$ cat config.mk
export PLATFORM = sky130hd
export DESIGN_NAME = ebms_top
export DESIGN_NICKNAME = d
export VERILOG_FILES = /design/src/ebms_pkg.sv /design/src/ebms_ramp.sv /design/src/ebms_top.sv
export SDC_FILE = /design/constraint.sdc
export NUM_CORES = 1
export LEC_CHECK = 0
export ABC_AREA = 1
export BUFFER_PORTS_ARGS = -buffer_cell sky130_fd_sc_hd__clkbuf_2
export CORE_ASPECT_RATIO = 0.6
export CORE_MARGIN = 3
export CORE_UTILIZATION = 50
export CTS_CLUSTER_SIZE = 10
export DETAILED_ROUTE_END_ITERATION = 16
export PLACE_DENSITY_LB_ADDON = 0.2
export SYNTH_ARGS = -nofsm -noshare
export SYNTH_HDL_FRONTEND = slang
export SYNTH_SLANG_ARGS = --single-unit
$ cat constraint.sdc
create_clock -name sys_clk_i -period 5.5 [get_ports sys_clk_i]
set_input_delay 0.825 -clock sys_clk_i [delete_from_list [all_inputs] [get_ports sys_clk_i]]
set_output_delay 0.825 -clock sys_clk_i [all_outputs]
set_load 0.02 [all_outputs]
$ cat src/ebms_pkg.sv
// shared constants, register map and carrier types of the backup mode supervisor
package ebms_pkg;

  // register byte offsets
  localparam logic [7:0] EBMS_OFS_CTRL   = 8'h00;
  localparam logic [7:0] EBMS_OFS_CAL    = 8'h04;
  localparam logic [7:0] EBMS_OFS_SPEED  = 8'h08;
  localparam logic [7:0] EBMS_OFS_IDLE   = 8'h0C;
  localparam logic [7:0] EBMS_OFS_PRESS  = 8'h10;
  localparam logic [7:0] EBMS_OFS_SENSV  = 8'h14;
  localparam logic [7:0] EBMS_OFS_STATUS = 8'h18;
  localparam logic [7:0] EBMS_OFS_GOV    = 8'h1C;
  localparam logic [7:0] EBMS_OFS_FAULT  = 8'h20;
  localparam logic [7:0] EBMS_OFS_AMB    = 8'h24;

  // CTRL bit positions
  localparam int EBMS_B_CAM_OK     = 0;
  localparam int EBMS_B_CRANK_OK   = 1;
  localparam int EBMS_B_SYNCED     = 2;
  localparam int EBMS_B_RUNNING    = 3;
  localparam int EBMS_B_NO_COMM    = 4;
  localparam int EBMS_B_BAD_TELEG  = 5;
  localparam int EBMS_B_CAN_DEFECT = 6;
  localparam int EBMS_B_FAULT_ACT  = 7;
  localparam int EBMS_B_MODE_VALID = 8;
  localparam int EBMS_B_MODE_LO    = 9;
  localparam int EBMS_B_AMB_FAULT  = 11;
  localparam int EBMS_B_BOOST_BAD  = 12;
  localparam int EBMS_B_BOOSTPATH  = 13;
  localparam int EBMS_B_BOOST_DEV  = 14;
  localparam int EBMS_B_STARTER_LO = 15;
  localparam int EBMS_B_BUF_FAIL   = 16;
  localparam int EBMS_B_MAIN_FAIL  = 17;
  localparam int EBMS_B_IGN_ON     = 18;
  localparam int EBMS_B_ABOVE_THR  = 19;

  // CAL fields: [15:0] manual, [31:16] automatic backup speed; SPEED: [15:0] actual, [31:16] limit
  localparam logic [31:0] EBMS_CAL_RESET  = 32'h0514_05DC;
  localparam logic [31:0] EBMS_IDLE_RESET = 32'h0000_0258;
  localparam logic [15:0] EBMS_MP2_MIN    = 16'h0320;  // 800 rpm
  localparam logic [15:0] EBMS_MP2_MAX    = 16'h0514;  // 1300 rpm
  localparam logic [15:0] EBMS_RAMP_STEP  = 16'h0001;
  localparam logic [15:0] EBMS_AMB_CONST  = 16'h03F2;
  localparam logic [15:0] EBMS_BOOST_CONST = 16'h0080;
  localparam logic [15:0] EBMS_SENS_MIN   = 16'h0020;
  localparam logic [15:0] EBMS_SENS_MAX   = 16'h0FC0;

  // control cycle: 1 ms at 50 MHz
  localparam int EBMS_CLK_HZ      = 50_000_000;
  localparam int EBMS_CYCLE_US    = 1000;
  localparam int EBMS_CYCLE_CLKS  = EBMS_CLK_HZ / 1_000_000 * EBMS_CYCLE_US;

  localparam logic [1:0] EBMS_RESP_OKAY   = 2'b00;
  localparam logic [1:0] EBMS_RESP_SLVERR = 2'b10;

  typedef enum logic [2:0]
  {
    EBMS_ST_NORMAL = 3'b000,
    EBMS_ST_CRANK  = 3'b001,
    EBMS_ST_CAM    = 3'b010,
    EBMS_ST_CAN0   = 3'b011,
    EBMS_ST_CAN1   = 3'b100,
    EBMS_ST_CAN2   = 3'b101,
    EBMS_ST_MP2    = 3'b110,
    EBMS_ST_RECOV  = 3'b111
  } ebms_state_t;

  typedef struct packed
  {
    logic        double_inject;
    logic        engine_protect;
    logic        cam_timing;
    logic        inject_lock;
    logic        starter_lock;
    logic        boost_ctrl_off;
    logic        brake_unavail;
    logic        amb_unavail;
    logic        can_silent;
  } ebms_act_t;

endpackage

$ cat src/ebms_ramp.sv
// single ramp unit that climbs a value toward a target by a fixed step per enable and drops straight to a lower target
`timescale 1ns/10ps
module ebms_ramp
  import ebms_pkg::*;
#(
  parameter int W = 16
)
(
  input  wire logic         sys_clk_i,
  input  wire logic         sys_rst_i,
  input  wire logic         load_i,
  input  wire logic [W-1:0] load_val_i,
  input  wire logic         step_i,
  input  wire logic [W-1:0] target_i,
  output logic      [W-1:0] value_o,
  output logic              done_o
);

  always_ff @(posedge sys_clk_i)
  begin
    if (sys_rst_i)
      value_o <= '0;
    else if (load_i)
      value_o <= load_val_i;
    else if (step_i && value_o < target_i)
      value_o <= ((target_i - value_o) < W'(EBMS_RAMP_STEP)) ? target_i : value_o + W'(EBMS_RAMP_STEP);
    else if (step_i && value_o > target_i)
      value_o <= target_i;
  end

  assign done_o = (value_o == target_i);

endmodule

$ cat src/ebms_top.sv
// backup mode supervisor with AXI4-Lite register access
`timescale 1ns/10ps
module ebms_top
  import ebms_pkg::*;
#(
  parameter int CYCLE_CLKS = EBMS_CYCLE_CLKS
)
(
  input  wire logic        sys_clk_i,
  input  wire logic        sys_rst_i,
  input  wire logic [7:0]  s_axi_awaddr,
  input  wire logic        s_axi_awvalid,
  output logic             s_axi_awready,
  input  wire logic [31:0] s_axi_wdata,
  input  wire logic [3:0]  s_axi_wstrb,
  input  wire logic        s_axi_wvalid,
  output logic             s_axi_wready,
  output logic [1:0]       s_axi_bresp,
  output logic             s_axi_bvalid,
  input  wire logic        s_axi_bready,
  input  wire logic [7:0]  s_axi_araddr,
  input  wire logic        s_axi_arvalid,
  output logic             s_axi_arready,
  output logic [31:0]      s_axi_rdata,
  output logic [1:0]       s_axi_rresp,
  output logic             s_axi_rvalid,
  input  wire logic        s_axi_rready,
  output ebms_act_t        actions_o,
  output logic [2:0]       backup_state_o,
  output logic [15:0]      gov_target_o,
  output logic [15:0]      torque_limit_o
);

  logic [31:0] ctrl;
  logic [31:0] cal;
  logic [31:0] speed;
  logic [31:0] idle;
  logic [31:0] press;
  logic [31:0] sensv;
  logic [1:0]  fault_sticky;
  logic        can_fault_log;
  logic [7:0]  aw_addr;
  logic [7:0]  ar_addr;
  logic        aw_held;
  logic        w_held;
  logic [31:0] w_data;
  logic [3:0]  w_strb;
  logic        wr_fire;
  logic        wr_hit;

  // AXI write: address and data latched independently, response after both
  assign s_axi_awready = !aw_held && !s_axi_bvalid;
  assign s_axi_wready  = !w_held && !s_axi_bvalid;
  assign wr_fire = aw_held && w_held && !s_axi_bvalid;

  always_ff @(posedge sys_clk_i)
  begin
    if (sys_rst_i)
    begin
      aw_held <= 1'b0;
      w_held  <= 1'b0;
      aw_addr <= 8'h00;
      w_data  <= 32'h0000_0000;
      w_strb  <= 4'h0;
    end
    else
    begin
      if (s_axi_awvalid && s_axi_awready)
      begin
        aw_held <= 1'b1;
        aw_addr <= s_axi_awaddr;
      end
      else if (wr_fire)
        aw_held <= 1'b0;
      if (s_axi_wvalid && s_axi_wready)
      begin
        w_held <= 1'b1;
        w_data <= s_axi_wdata;
        w_strb <= s_axi_wstrb;
      end
      else if (wr_fire)
        w_held <= 1'b0;
    end
  end

  always_comb
  begin
    case (aw_addr)
      EBMS_OFS_CTRL, EBMS_OFS_CAL, EBMS_OFS_SPEED, EBMS_OFS_IDLE,
      EBMS_OFS_PRESS, EBMS_OFS_SENSV, EBMS_OFS_FAULT: wr_hit = 1'b1;
      default: wr_hit = 1'b0;
    endcase
  end

  always_ff @(posedge sys_clk_i)
  begin
    if (sys_rst_i)
    begin
      s_axi_bvalid <= 1'b0;
      s_axi_bresp  <= EBMS_RESP_OKAY;
    end
    else if (wr_fire)
    begin
      s_axi_bvalid <= 1'b1;
      s_axi_bresp  <= wr_hit ? EBMS_RESP_OKAY : EBMS_RESP_SLVERR;
    end
    else if (s_axi_bready)
      s_axi_bvalid <= 1'b0;
  end

  function automatic logic [31:0] ebms_merge(input logic [31:0] old_v, input logic [31:0] new_v,
                                             input logic [3:0] strb);
    logic [31:0] r;
    r = old_v;
    for (int i = 0; i < 4; i++)
      if (strb[i])
        r[i*8 +: 8] = new_v[i*8 +: 8];
    return r;
  endfunction

  always_ff @(posedge sys_clk_i)
  begin
    if (sys_rst_i)
    begin
      ctrl  <= 32'h0000_0000;
      cal   <= EBMS_CAL_RESET;
      speed <= 32'h0000_0000;
      idle  <= EBMS_IDLE_RESET;
      press <= 32'h0000_0000;
      sensv <= 32'h0000_0000;
    end
    else if (wr_fire)
    begin
      case (aw_addr)
        EBMS_OFS_CTRL:  ctrl  <= ebms_merge(ctrl, w_data, w_strb);
        EBMS_OFS_CAL:   cal   <= ebms_merge(cal, w_data, w_strb);
        EBMS_OFS_SPEED: speed <= ebms_merge(speed, w_data, w_strb);
        EBMS_OFS_IDLE:  idle  <= ebms_merge(idle, w_data, w_strb);
        EBMS_OFS_PRESS: press <= ebms_merge(press, w_data, w_strb);
        EBMS_OFS_SENSV: sensv <= ebms_merge(sensv, w_data, w_strb);
        default: ;
      endcase
    end
  end

  // control cycle enable
  logic [$clog2(CYCLE_CLKS)-1:0] cyc_cnt;
  logic                          tick;
  assign tick = (cyc_cnt == '0);
  always_ff @(posedge sys_clk_i)
  begin
    if (sys_rst_i || tick)
      cyc_cnt <= ($clog2(CYCLE_CLKS))'(CYCLE_CLKS - 1);
    else
      cyc_cnt <= cyc_cnt - 1'b1;
  end

  // decoded inputs
  logic        can_fault;
  logic [1:0]  mode_sel;
  logic [15:0] backup_nom;
  logic [15:0] act_speed;
  logic [15:0] lim_speed;
  logic [15:0] idle_speed;
  logic        ign_on;
  logic        ign_q;
  logic        mode_ever_valid;
  logic        was_mode2;
  ebms_state_t state;
  ebms_state_t next_state;

  assign ign_on     = ctrl[EBMS_B_IGN_ON];
  assign act_speed  = speed[15:0];
  assign lim_speed  = speed[31:16];
  assign idle_speed = idle[15:0];
  assign can_fault  = (ctrl[EBMS_B_NO_COMM] || ctrl[EBMS_B_BAD_TELEG] || ctrl[EBMS_B_CAN_DEFECT])
                      && ctrl[EBMS_B_FAULT_ACT];

  // idle[16]=automatic gearbox, idle[17]=bus application; bus subtracts offset held in idle[31:24]
  assign backup_nom = (idle[16] ? cal[31:16] : cal[15:0])
                      - (idle[17] ? {8'h00, idle[31:24]} : 16'h0000);

  always_comb
  begin
    if (ctrl[EBMS_B_BUF_FAIL] || !mode_ever_valid || was_mode2)
      mode_sel = 2'd0;
    else
      case (ctrl[EBMS_B_MODE_LO +: 2])
        2'b00:   mode_sel = 2'd1;
        2'b01:   mode_sel = 2'd2;
        default: mode_sel = 2'd0;
      endcase
  end

  // mode validity must be seen since ignition-on; mode 2 restart memory survives ignition-off
  always_ff @(posedge sys_clk_i)
  begin
    if (sys_rst_i)
    begin
      ign_q           <= 1'b0;
      mode_ever_valid <= 1'b0;
      was_mode2       <= 1'b0;
      can_fault_log   <= 1'b0;
    end
    else
    begin
      ign_q <= ign_on;
      if (ign_on && !ign_q)
        mode_ever_valid <= 1'b0;
      else if (ctrl[EBMS_B_MODE_VALID] && !ctrl[EBMS_B_NO_COMM] && !ctrl[EBMS_B_BAD_TELEG])
        mode_ever_valid <= 1'b1;
      if (!can_fault)
        was_mode2 <= 1'b0;
      else if (ign_q && !ign_on && state == EBMS_ST_CAN2)
        was_mode2 <= 1'b1;
      if (ctrl[EBMS_B_BUF_FAIL])
        can_fault_log <= 1'b1;
    end
  end

  // state machine, advanced once per control cycle
  logic        mp2_latched;
  logic        recov_done;

  always_comb
  begin
    next_state = state;
    case (state)
      EBMS_ST_NORMAL, EBMS_ST_CRANK, EBMS_ST_CAM, EBMS_ST_RECOV:
      begin
        if (mp2_latched)
          next_state = EBMS_ST_MP2;
        else if (can_fault || ctrl[EBMS_B_BUF_FAIL])
          next_state = (mode_sel == 2'd1) ? EBMS_ST_CAN1 :
                       (mode_sel == 2'd2) ? EBMS_ST_CAN2 : EBMS_ST_CAN0;
        else if (!ctrl[EBMS_B_CRANK_OK])
          next_state = EBMS_ST_CAM;
        else if (!ctrl[EBMS_B_CAM_OK])
          next_state = EBMS_ST_CRANK;
        else if (state == EBMS_ST_RECOV && !recov_done)
          next_state = EBMS_ST_RECOV;
        else
          next_state = EBMS_ST_NORMAL;
      end
      EBMS_ST_CAN0, EBMS_ST_CAN1, EBMS_ST_CAN2:
      begin
        if (mp2_latched)
          next_state = EBMS_ST_MP2;
        else if (!can_fault && !ctrl[EBMS_B_BUF_FAIL])
          next_state = EBMS_ST_RECOV;
        else
          next_state = (mode_sel == 2'd1) ? EBMS_ST_CAN1 :
                       (mode_sel == 2'd2) ? EBMS_ST_CAN2 : EBMS_ST_CAN0;
      end
      EBMS_ST_MP2:
        next_state = EBMS_ST_MP2;
      default:
        next_state = EBMS_ST_NORMAL;
    endcase
  end

  // a failed main processor is only left by power-off, i.e. reset
  always_ff @(posedge sys_clk_i)
  begin
    if (sys_rst_i)
      mp2_latched <= 1'b0;
    else if (ctrl[EBMS_B_MAIN_FAIL])
      mp2_latched <= 1'b1;
  end

  logic        start_sync_miss;
  logic        entering_can;
  always_ff @(posedge sys_clk_i)
  begin
    if (sys_rst_i)
    begin
      state           <= EBMS_ST_NORMAL;
      start_sync_miss <= 1'b0;
    end
    else if (tick)
    begin
      state <= next_state;
      if (next_state == EBMS_ST_CRANK && state != EBMS_ST_CRANK)
        start_sync_miss <= !ctrl[EBMS_B_SYNCED];
    end
  end

  assign entering_can = tick && (next_state == EBMS_ST_CAN0)
                        && (state != EBMS_ST_CAN0);

  // a running entry holds its start value; only a standing or restarting engine climbs
  logic        ramp_arm;
  always_ff @(posedge sys_clk_i)
  begin
    if (sys_rst_i)
      ramp_arm <= 1'b0;
    else if (ctrl[EBMS_B_STARTER_LO] && !ctrl[EBMS_B_RUNNING])
      ramp_arm <= 1'b1;
    else if (entering_can)
      ramp_arm <= !ctrl[EBMS_B_RUNNING];
  end

  // governor target ramp: mode 0 from standstill or restart
  logic [15:0] ramp_val;
  logic        ramp_done;
  logic [15:0] ramp_init;
  assign ramp_init = ctrl[EBMS_B_RUNNING] && act_speed < backup_nom ? act_speed :
                     ctrl[EBMS_B_RUNNING] ? backup_nom : act_speed;

  ebms_ramp #(.W(16)) u_gov_ramp
  (
    .sys_clk_i  (sys_clk_i),
    .sys_rst_i  (sys_rst_i),
    .load_i     (entering_can || (ctrl[EBMS_B_STARTER_LO] && !ctrl[EBMS_B_RUNNING])),
    .load_val_i (ramp_init),
    .step_i     (tick && state == EBMS_ST_CAN0 && ramp_arm),
    .target_i   (backup_nom),
    .value_o    (ramp_val),
    .done_o     ()
  );

  // pedal authority ramp after leaving CAN backup
  logic [15:0] torque_backup;
  logic [15:0] pedal_val;
  assign torque_backup = (state == EBMS_ST_CAN0 && ctrl[EBMS_B_RUNNING]) ?
                         press[31:16] : EBMS_BOOST_CONST;

  ebms_ramp #(.W(16)) u_pedal_ramp
  (
    .sys_clk_i  (sys_clk_i),
    .sys_rst_i  (sys_rst_i),
    .load_i     (state != EBMS_ST_RECOV),
    .load_val_i (torque_backup),
    .step_i     (tick && state == EBMS_ST_RECOV),
    .target_i   (16'hFFFF),
    .value_o    (pedal_val),
    .done_o     (recov_done)
  );

  logic [15:0] raw_target;
  logic [15:0] next_gov;
  always_comb
  begin
    case (state)
      EBMS_ST_CAN0: raw_target = ramp_val;
      EBMS_ST_CAN1: raw_target = idle_speed;
      EBMS_ST_MP2:  raw_target = (idle[15:0] < EBMS_MP2_MIN) ? EBMS_MP2_MIN :
                                 (idle[15:0] > EBMS_MP2_MAX) ? EBMS_MP2_MAX : idle[15:0];
      default:      raw_target = act_speed;
    endcase
    if ((state == EBMS_ST_CAN0 || state == EBMS_ST_CAN1) && raw_target < idle_speed)
      next_gov = idle_speed;
    else if ((state == EBMS_ST_CAN0 || state == EBMS_ST_CAN1) && raw_target > lim_speed)
      next_gov = lim_speed;
    else
      next_gov = raw_target;
  end

  // ambient pressure substitute: press[15:0] boost, press[31:16] vehicle speed torque limit
  logic [15:0] amb_val;
  always_ff @(posedge sys_clk_i)
  begin
    if (sys_rst_i)
      amb_val <= EBMS_AMB_CONST;
    else if (tick && ctrl[EBMS_B_AMB_FAULT])
    begin
      if (ctrl[EBMS_B_BOOST_BAD])
        amb_val <= EBMS_AMB_CONST;
      else if (!ctrl[EBMS_B_ABOVE_THR])
        amb_val <= press[15:0];
    end
  end

  // sensor plausibility, sticky until written
  always_ff @(posedge sys_clk_i)
  begin
    if (sys_rst_i)
      fault_sticky <= 2'b00;
    else
    begin
      fault_sticky <= (wr_fire && aw_addr == EBMS_OFS_FAULT) ? (fault_sticky & ~w_data[1:0]) : fault_sticky;
      if (sensv[15:0] < EBMS_SENS_MIN)
        fault_sticky[0] <= 1'b1;
      if (sensv[15:0] > EBMS_SENS_MAX)
        fault_sticky[1] <= 1'b1;
    end
  end

  // outputs registered on the control cycle
  always_ff @(posedge sys_clk_i)
  begin
    if (sys_rst_i)
    begin
      actions_o      <= '0;
      backup_state_o <= EBMS_ST_NORMAL;
      gov_target_o   <= 16'h0000;
      torque_limit_o <= 16'hFFFF;
    end
    else if (tick)
    begin
      backup_state_o <= state;
      gov_target_o   <= next_gov;
      torque_limit_o <= (state == EBMS_ST_RECOV) ? pedal_val :
                        (state == EBMS_ST_CAN0 || state == EBMS_ST_CAN1) ? torque_backup :
                        (state == EBMS_ST_CRANK || state == EBMS_ST_CAM) ? EBMS_BOOST_CONST : 16'hFFFF;
      actions_o.double_inject  <= (state == EBMS_ST_CRANK) && start_sync_miss;
      actions_o.engine_protect <= (state == EBMS_ST_CRANK) || (state == EBMS_ST_CAM);
      actions_o.cam_timing     <= !ctrl[EBMS_B_CRANK_OK] || (state == EBMS_ST_CAM);
      actions_o.inject_lock    <= (state == EBMS_ST_CAN2);
      actions_o.starter_lock   <= (state == EBMS_ST_CAN2);
      actions_o.boost_ctrl_off <= ctrl[EBMS_B_BOOST_BAD] || ctrl[EBMS_B_BOOSTPATH] || ctrl[EBMS_B_BOOST_DEV];
      actions_o.brake_unavail  <= ctrl[EBMS_B_BOOST_BAD] || ctrl[EBMS_B_BOOSTPATH] || ctrl[EBMS_B_BOOST_DEV];
      actions_o.amb_unavail    <= ctrl[EBMS_B_AMB_FAULT] && ctrl[EBMS_B_BOOST_BAD];
      actions_o.can_silent     <= ctrl[EBMS_B_BUF_FAIL];
    end
  end

  // AXI read
  assign s_axi_arready = !s_axi_rvalid;
  always_ff @(posedge sys_clk_i)
  begin
    if (sys_rst_i)
    begin
      s_axi_rvalid <= 1'b0;
      s_axi_rdata  <= 32'h0000_0000;
      s_axi_rresp  <= EBMS_RESP_OKAY;
      ar_addr      <= 8'h00;
    end
    else if (s_axi_arvalid && s_axi_arready)
    begin
      ar_addr      <= s_axi_araddr;
      s_axi_rvalid <= 1'b1;
      s_axi_rresp  <= EBMS_RESP_OKAY;
      case (s_axi_araddr)
        EBMS_OFS_CTRL:   s_axi_rdata <= ctrl;
        EBMS_OFS_CAL:    s_axi_rdata <= cal;
        EBMS_OFS_SPEED:  s_axi_rdata <= speed;
        EBMS_OFS_IDLE:   s_axi_rdata <= idle;
        EBMS_OFS_PRESS:  s_axi_rdata <= press;
        EBMS_OFS_SENSV:  s_axi_rdata <= sensv;
        EBMS_OFS_STATUS: s_axi_rdata <= {15'h0000, actions_o, 5'h00, backup_state_o};
        EBMS_OFS_GOV:    s_axi_rdata <= {torque_limit_o, gov_target_o};
        EBMS_OFS_FAULT:  s_axi_rdata <= {29'h0, can_fault_log, fault_sticky};
        EBMS_OFS_AMB:    s_axi_rdata <= {16'h0000, amb_val};
        default:
        begin
          s_axi_rdata <= 32'h0000_0000;
          s_axi_rresp <= EBMS_RESP_SLVERR;
        end
      endcase
    end
    else if (s_axi_rready)
      s_axi_rvalid <= 1'b0;
  end

endmodule

After elaboration in Yosys (flattened, before gate mapping). Index checks and enable logic that the tools add are counted.

Memory bits (read-only): 0. Word-level logic and storage cells: 270. Memory bits (writable): 0. Memories kept: 0. Latch bits: 0. Register bits: 394.

Muxes and demuxes: 51. Multipliers: 0. Add/subtract/negate cells: 6. Shift-type cells: 0. Bitwise gates (word level): 3. Divide/modulo/power cells: 0. Eq/ne operators: 32. $lt $le $gt $ge: 13. Reduce and logical (&&, ||, !) cells: 107.

Operators with widths (count): $mux 16 (21); $pmux 32 s10 (1); $reduce_and 3->1 (24); $eq 8x5->1 const B (6); $lt 16x16->1 (3); $pmux 16 s3 (1); $logic_and 1x1->1 (34); $add 16x1->16 const B (2); $eq 8x4->1 const B (4); $gt 16x16->1 (2); $lt 16x1->1 const B (2); $mux 3 (9); $eq 8x6->1 const B (3); $eq 16x16->1 const B (1); $eq 8x3->1 const B (2); $gt 16x11->1 const B (1); $gt 16x12->1 const B (1); $gt 16x16->1 const B (1); $logic_not 16->1 (1); $logic_not 8->1 (2); $lt 16x10->1 const B (1); $lt 16x16->1 const B (1); $lt 16x6->1 const B (1); $sub 16x1->16 const B (1); 32 further kinds (87).

Longest topological paths before layout.
Word-level depth: 15. Mapped depth: 37. Depth with buffers taken out: 35.

By module. A second synthesis with hierarchy kept.

Cells, all modules: 3192. Area total of the unflattened synthesis: 21916.0 µm².

Modules (own cells, without submodules): ebms_top (area an instance 17156.5 µm², cells each 2339, seq. area each 7206.9 µm², instances 1); ebms_ramp at u_pedal_ramp (area an instance 2384.8 µm², cells each 422, seq. area each 320.3 µm², instances 1); ebms_ramp at u_gov_ramp (area an instance 2374.8 µm², cells each 431, seq. area each 320.3 µm², instances 1).

Worst setup path before layout. No wires, ideal clock.

Path kind: reg2reg. Start: reg idle[16]. End: reg u_gov_ramp.value_o[12]. Path slack: 1.197 ns. Data arrival time: 4.194 ns. Cell stages (with the launch flop): 32. Setup time: 0.109 ns. Path through: dfxtp_1 buf_4 clkbuf_1 clkbuf_1 o21ai_0 ha_1 fa_1 nand3b_1 nand2_1 nand2_1 nand2_1 nor2_1 nand3_1 xor2_1 ha_1 a21oi_1 o21ai_0 a21oi_1 nand2_1 nand2_1 nand4_1 nor2_4 nand3_2 buf_2 nand2_1 nand2_1 nand2_1 nand2_1 nand2_1 nand3_1 nand2_1 inv_1.

Cells in the longest elaborated chain, start to end: 7. Elaborated cells between the ends (all ways): 17. Those cells by class: add/sub (2); order compare (4); mux (7); reduce/logical (4).

Ends and longest elaborated chain: start: declaration (RTL line ebms_top.sv:37) `logic [31:0] idle;`; start signal: assignment (RTL line ebms_top.sv:138) `EBMS_OFS_IDLE: idle <= ebms_merge(idle, w_data, w_strb);`; $mux 16 * (RTL line ebms_top.sv:180) `assign backup_nom = (idle[16] ? cal[31:16] : cal[15:0])`; $sub 16x8->16 * (RTL line ebms_top.sv:181) `- (idle[17] ? {8'h00, idle[31:24]} : 16'h0000);`; $sub 16x16->16 (RTL line ebms_ramp.sv:26) `value_o <= ((target_i - value_o) < W'(EBMS_RAMP_STEP)) ? target_i : value_o + W'(EBMS_RAMP_STEP);`; $lt 16x1->1 (RTL line ebms_ramp.sv:26); $mux 16 (RTL line ebms_ramp.sv:26); $mux 16 (RTL line ebms_ramp.sv:25) `else if (step_i && value_o < target_i)`; $mux 16 (RTL line ebms_ramp.sv:23) `else if (load_i)`; end signal: assignment (RTL line ebms_ramp.sv:24) `value_o <= load_val_i;`; end signal: assignment (RTL line ebms_ramp.sv:26); end signal: assignment (RTL line ebms_ramp.sv:28) `value_o <= target_i;`; end: declaration (RTL line ebms_ramp.sv:15) `output logic [W-1:0] value_o,`.

Every way passes the cells marked *; elsewhere a longest branch is shown, timed or not. The select of a mux whose other input is x is not followed. A chain may end at the register's enable or synchronous reset.

Worst setup path after layout. Ends and elaborated chain as after synthesis.

==> key figures <==
Layout
  – Final nets: roughly 3.2k
  – Fill cell count: 3855
  – Layout Area Growth over Synthesis: 11.47%
  – Final Cell Area: 23140 um^2
  – Ant diodes: 0
  – Final Util: 56.81%
  – Layout cells sized above 1: about a tenth

Floorplan
  – # IOs: about 140
  – Core ar.: 40720 um^2
  – Row cnt: 57
  – Chip width: 269.0 um
  – Die footprint: 44070 um^2
  – Die Ht: roughly 160 um
  – Initial Util: 50.97%

Timing
  – RSZ-0062 raised after global routing: false
  – Hold Fails Final Rpt: 0
  – Final period util: 94.01%
  – TNS Setup: 0 ps
  – Worst clock skew: around 50 ps
  – Max-slew violations: 0
  – Setup violations, final: 0
  – Worst-Margin Slew: 1294 ps
  – Min cycle time layout: between 5000 and 6000 ps
  – Max Freq: just under 200 MHz
  – Worst relative slew slack: 13.09%

Setup path
  – Critical Path Start Type: register
  – Crit Path Class: reg2reg
  – CP max FO: 27
  – Critical path's top delay family: simple AND/OR/NAND/NOR gates
  – Slowest stage cell on the critical path: dfxtp_2
  – Worst endpoint data arrival time: 5630 ps
  – Max stage delay on crit path: 560 ps
  – Critical path buffers and inverters: 5
  – Critical Path RT: 5950 ps
  – CP most frequent cell: nand2_1
  – Crit end category: register

Placement
  – Placed wire-length estimate: 65310 um
  – Port Buffer Count: approximately 140
  – RD Place Congestion: around 1.0
  – Placed Instance Area: 21850 um^2

Global routing
  – GR peak layer: met1
  – Met1 GRT Util: 57.34%
  – Via count of the first global-routing pass: 19.79k
  – Grt ovf: 0
  – GRT Total Usage: a little under two fifths
  – M3 GR Usage: 14.28%
  – Met2 usage in global routing: 50.84%
  – Initial antenna violation count: 3
  – Largest net degree at the start of global routing: 117
  – First-pass GRT wire length: roughly 130000 um

Pwr
  – Sequential share of power: 49.0%
  – Max VDD drop: between 0.0002 and 0.0003 V
  – Switching portion of total power: 25.10%
  – Leakage: 9.834 nW
  – P_int: around 4.5 mW
  – Sw Pwr: between 1.5 and 2 mW
  – Logic pwr share: 4.9%
  – Clock share of power: ~46%
  – Pwr dens: 259.5 nW/um^2

Clock network
  – Clock buffer depth: 3
  – Clock Tree Root: clkbuf_16
  – CTS tree: yes
  – Reg clk slew, reported paths: 60 ps
  – Num CTS Buffers: 46
  – Post CTS Setup Buffer Count: 0
  – Later-pin clock latency in the skew report: 600 ps
  – Sink Count: 392
  – H-tree depth: 2

Synth
  – Yosys cell types: 69
  – Sequential share of the synthesized area: between 30% and 40%
  – Post-synthesis async set-or-reset flop share: 0%
  – Synth Area in XOR/XNOR: approximately 1.9%
  – Compound-gate portion of the synthesized area: 23.66%
  – Adder-cell area share of the yosys netlist: 4.654%
  – #FFs+latches synth: 392
  – Synth Flop Type: dfxtp_1
  – Top-area cell type share of the netlist area: 37.81%
  – Synth top area cells: dfxtp_1 (38%), nand2_1 (10%), o21ai_0 (8.7%)
  – Mux cell area share after synthesis: 0%
  – Main combinational cell family by area after synthesis: compound AO/OA/AOI/OAI gates
  – Netlist Area Pre-Place: around 21000 um^2
  – Yosys warning count: 0
  – Simple-gate area share of the yosys netlist: a little under a quarter
  – Avg Inst Size Synth: 6.958 um^2
  – Area leader, netlist: dfxtp_1
  – Gate Count Post-Synth: a little under 3k
  – Post-synth EDFFs: 0

Status
  – Outcome: finished clean

Run
  – Max cap viols: 0

Hold path
  – Hold Crit Class: reg2reg

Detailed routing
  – Routed WL per cell: 23.66 um
  – # DRC: 0
  – Via/cell ratio: between 6 and 7
  – ANT nets after route: 0
  – Via count: roughly 22k
  – Drt initial violations: between 3k and 4k
  – Detailed Route WL: 86040 um
  – First-pass iteration count of the detailed router: 6
-- power groups by stage --
| stage | Sequential [mW] | Clock (mW) | Combinational [mW] |
|---|---|---|---|
| detailed placement | 3.00 | 0 | 0.281 |
| global route | 2.94 | 2.89 | 0.318 |
| CTS | 2.93 | 2.78 | 0.284 |
| floorplan | 2.97 | 0 | 0.176 |
| finish | 2.94 | 2.77 | 0.293 |
| global placement | 2.99 | 0 | 0.275 |
-- what timing repair did --
action / in CTS / in global routing
setup endpoints to repair: 0 / 14
hold buffers: 0 / 0
endpoints found under the hold margin: 0 / 0
gates resized for setup: 0 / 3
-- synth_stat cells, drive strengths merged, types with 2 or more instances --
master / number
a22o: 2
nand3: 127
xnor2: 10
or2: 11
xor2: 33
a22oi: 12
o31ai: 6
a211oi: 22
o2111ai: 5
nand2: 575
a31oi: 7
o211ai: 21
and2: 3
fa: 2
o22ai: 48
inv: 337
o41ai: 5
nor3: 32
o221ai: 15
o21ai: 377
nand4: 38
o21a: 4
a221oi: 33
nor2: 315
a21oi: 297
o311ai: 2
clkbuf: 113
buf: 23
a21o: 3
a311oi: 3
nand3b: 6
nor3b: 2
ha: 74
nor4: 8
clkinv: 9
a2111oi: 2
dfxtp: 392
and3: 2
-- routing by layer --
| layer | share of wire [%] | up-vias |
|---|---|---|
| li1 | - | 10210 |
| met1 | 44 | 10200 |
| met2 | 37 | 1478 |
| met3 | 15 | 201 |
| met4 | 3.1 | 4 |
| met5 | 0.031 | - |
-- final cells by class --
cell class	instances	area (um^2)	share of cell area (%)
Multi-Input combinational cell	2110	11040	47.72
Tap cell	560	700.7	3.029
Clock inverter	6	122.6	0.5300
Sequential cell	392	7849	33.92
Inverter	346	1306	5.646
Timing Repair Buffer	175	963.4	4.164
Clock buffer	47	1155	4.992
-- kinds of logic (layout without fill, tap and decap cells) --
group | count (synthesis) | count (layout)
AND/OR/NAND/NOR | 1120 | 1120
AO/OA/AOI/OAI | 869 | 869
adder cells (fa/ha/maj) | 76 | 76
buffers and inverters | 482 | 574
flip-flops | 392 | 392
XOR/XNOR | 43 | 43
other | 1 | 2
-- state kept, by name, summed over array words and instances (netlist names), 2 cells and up --
register              cells
actions_o                 7
amb_val                  16
aw_addr                   8
backup_state_o            3
cal                      32
ctrl                     32
cyc_cnt                  16
fault_sticky              2
gov_target_o             16
idle                     32
press                    32
s_axi_rdata              32
sensv                    32
speed                    32
state                     3
torque_limit_o           16
u_gov_ramp.value_o       16
u_pedal_ramp.value_o     16
w_data                   32
w_strb                    4
-- stage by stage --
step | power (mW) | instances | setup WS, ps | hold WS, ps
after floorplan | 3.146 | 2984 | 1197 | 366.3
after global placement | 3.270 | 3583 | 112.9 | 375.9
after detailed placement | 3.278 | 3583 | 214.8 | 378.7
after CTS | 5.994 | 3636 | 168.3 | 393.5
after global routing | 6.153 | 3636 | 6.691 | 405.2
final | 6.004 | 3636 | 329.3 | 389.0
-- placed cells by master, fill, tap and decap left out, drive strengths merged, types with 15 or more instances in the layout --
cell type,Yosys,routed
nand2,575,575
dfxtp,392,392
o21ai,377,377
inv,337,338
nor2,315,315
a21oi,297,297
clkbuf,113,187
nand3,127,127
ha,74,74
o22ai,48,48
nand4,38,38
buf,23,35
xor2,33,33
a221oi,33,33
nor3,32,32
a211oi,22,22
o211ai,21,21
o221ai,15,15
-- final timing paths --
check              from  slack [ps]                endpoint  cells after the start
min reg2reg  cyc_cnt[0]         390              cyc_cnt[0]                      1
min          cyc_cnt[0]         390              cyc_cnt[0]                      1
max            idle[16]         330  u_gov_ramp.value_o[12]                     29
max reg2reg    idle[16]         330  u_gov_ramp.value_o[12]                     29
Note: power is estimated with default switching activity, not from simulation.
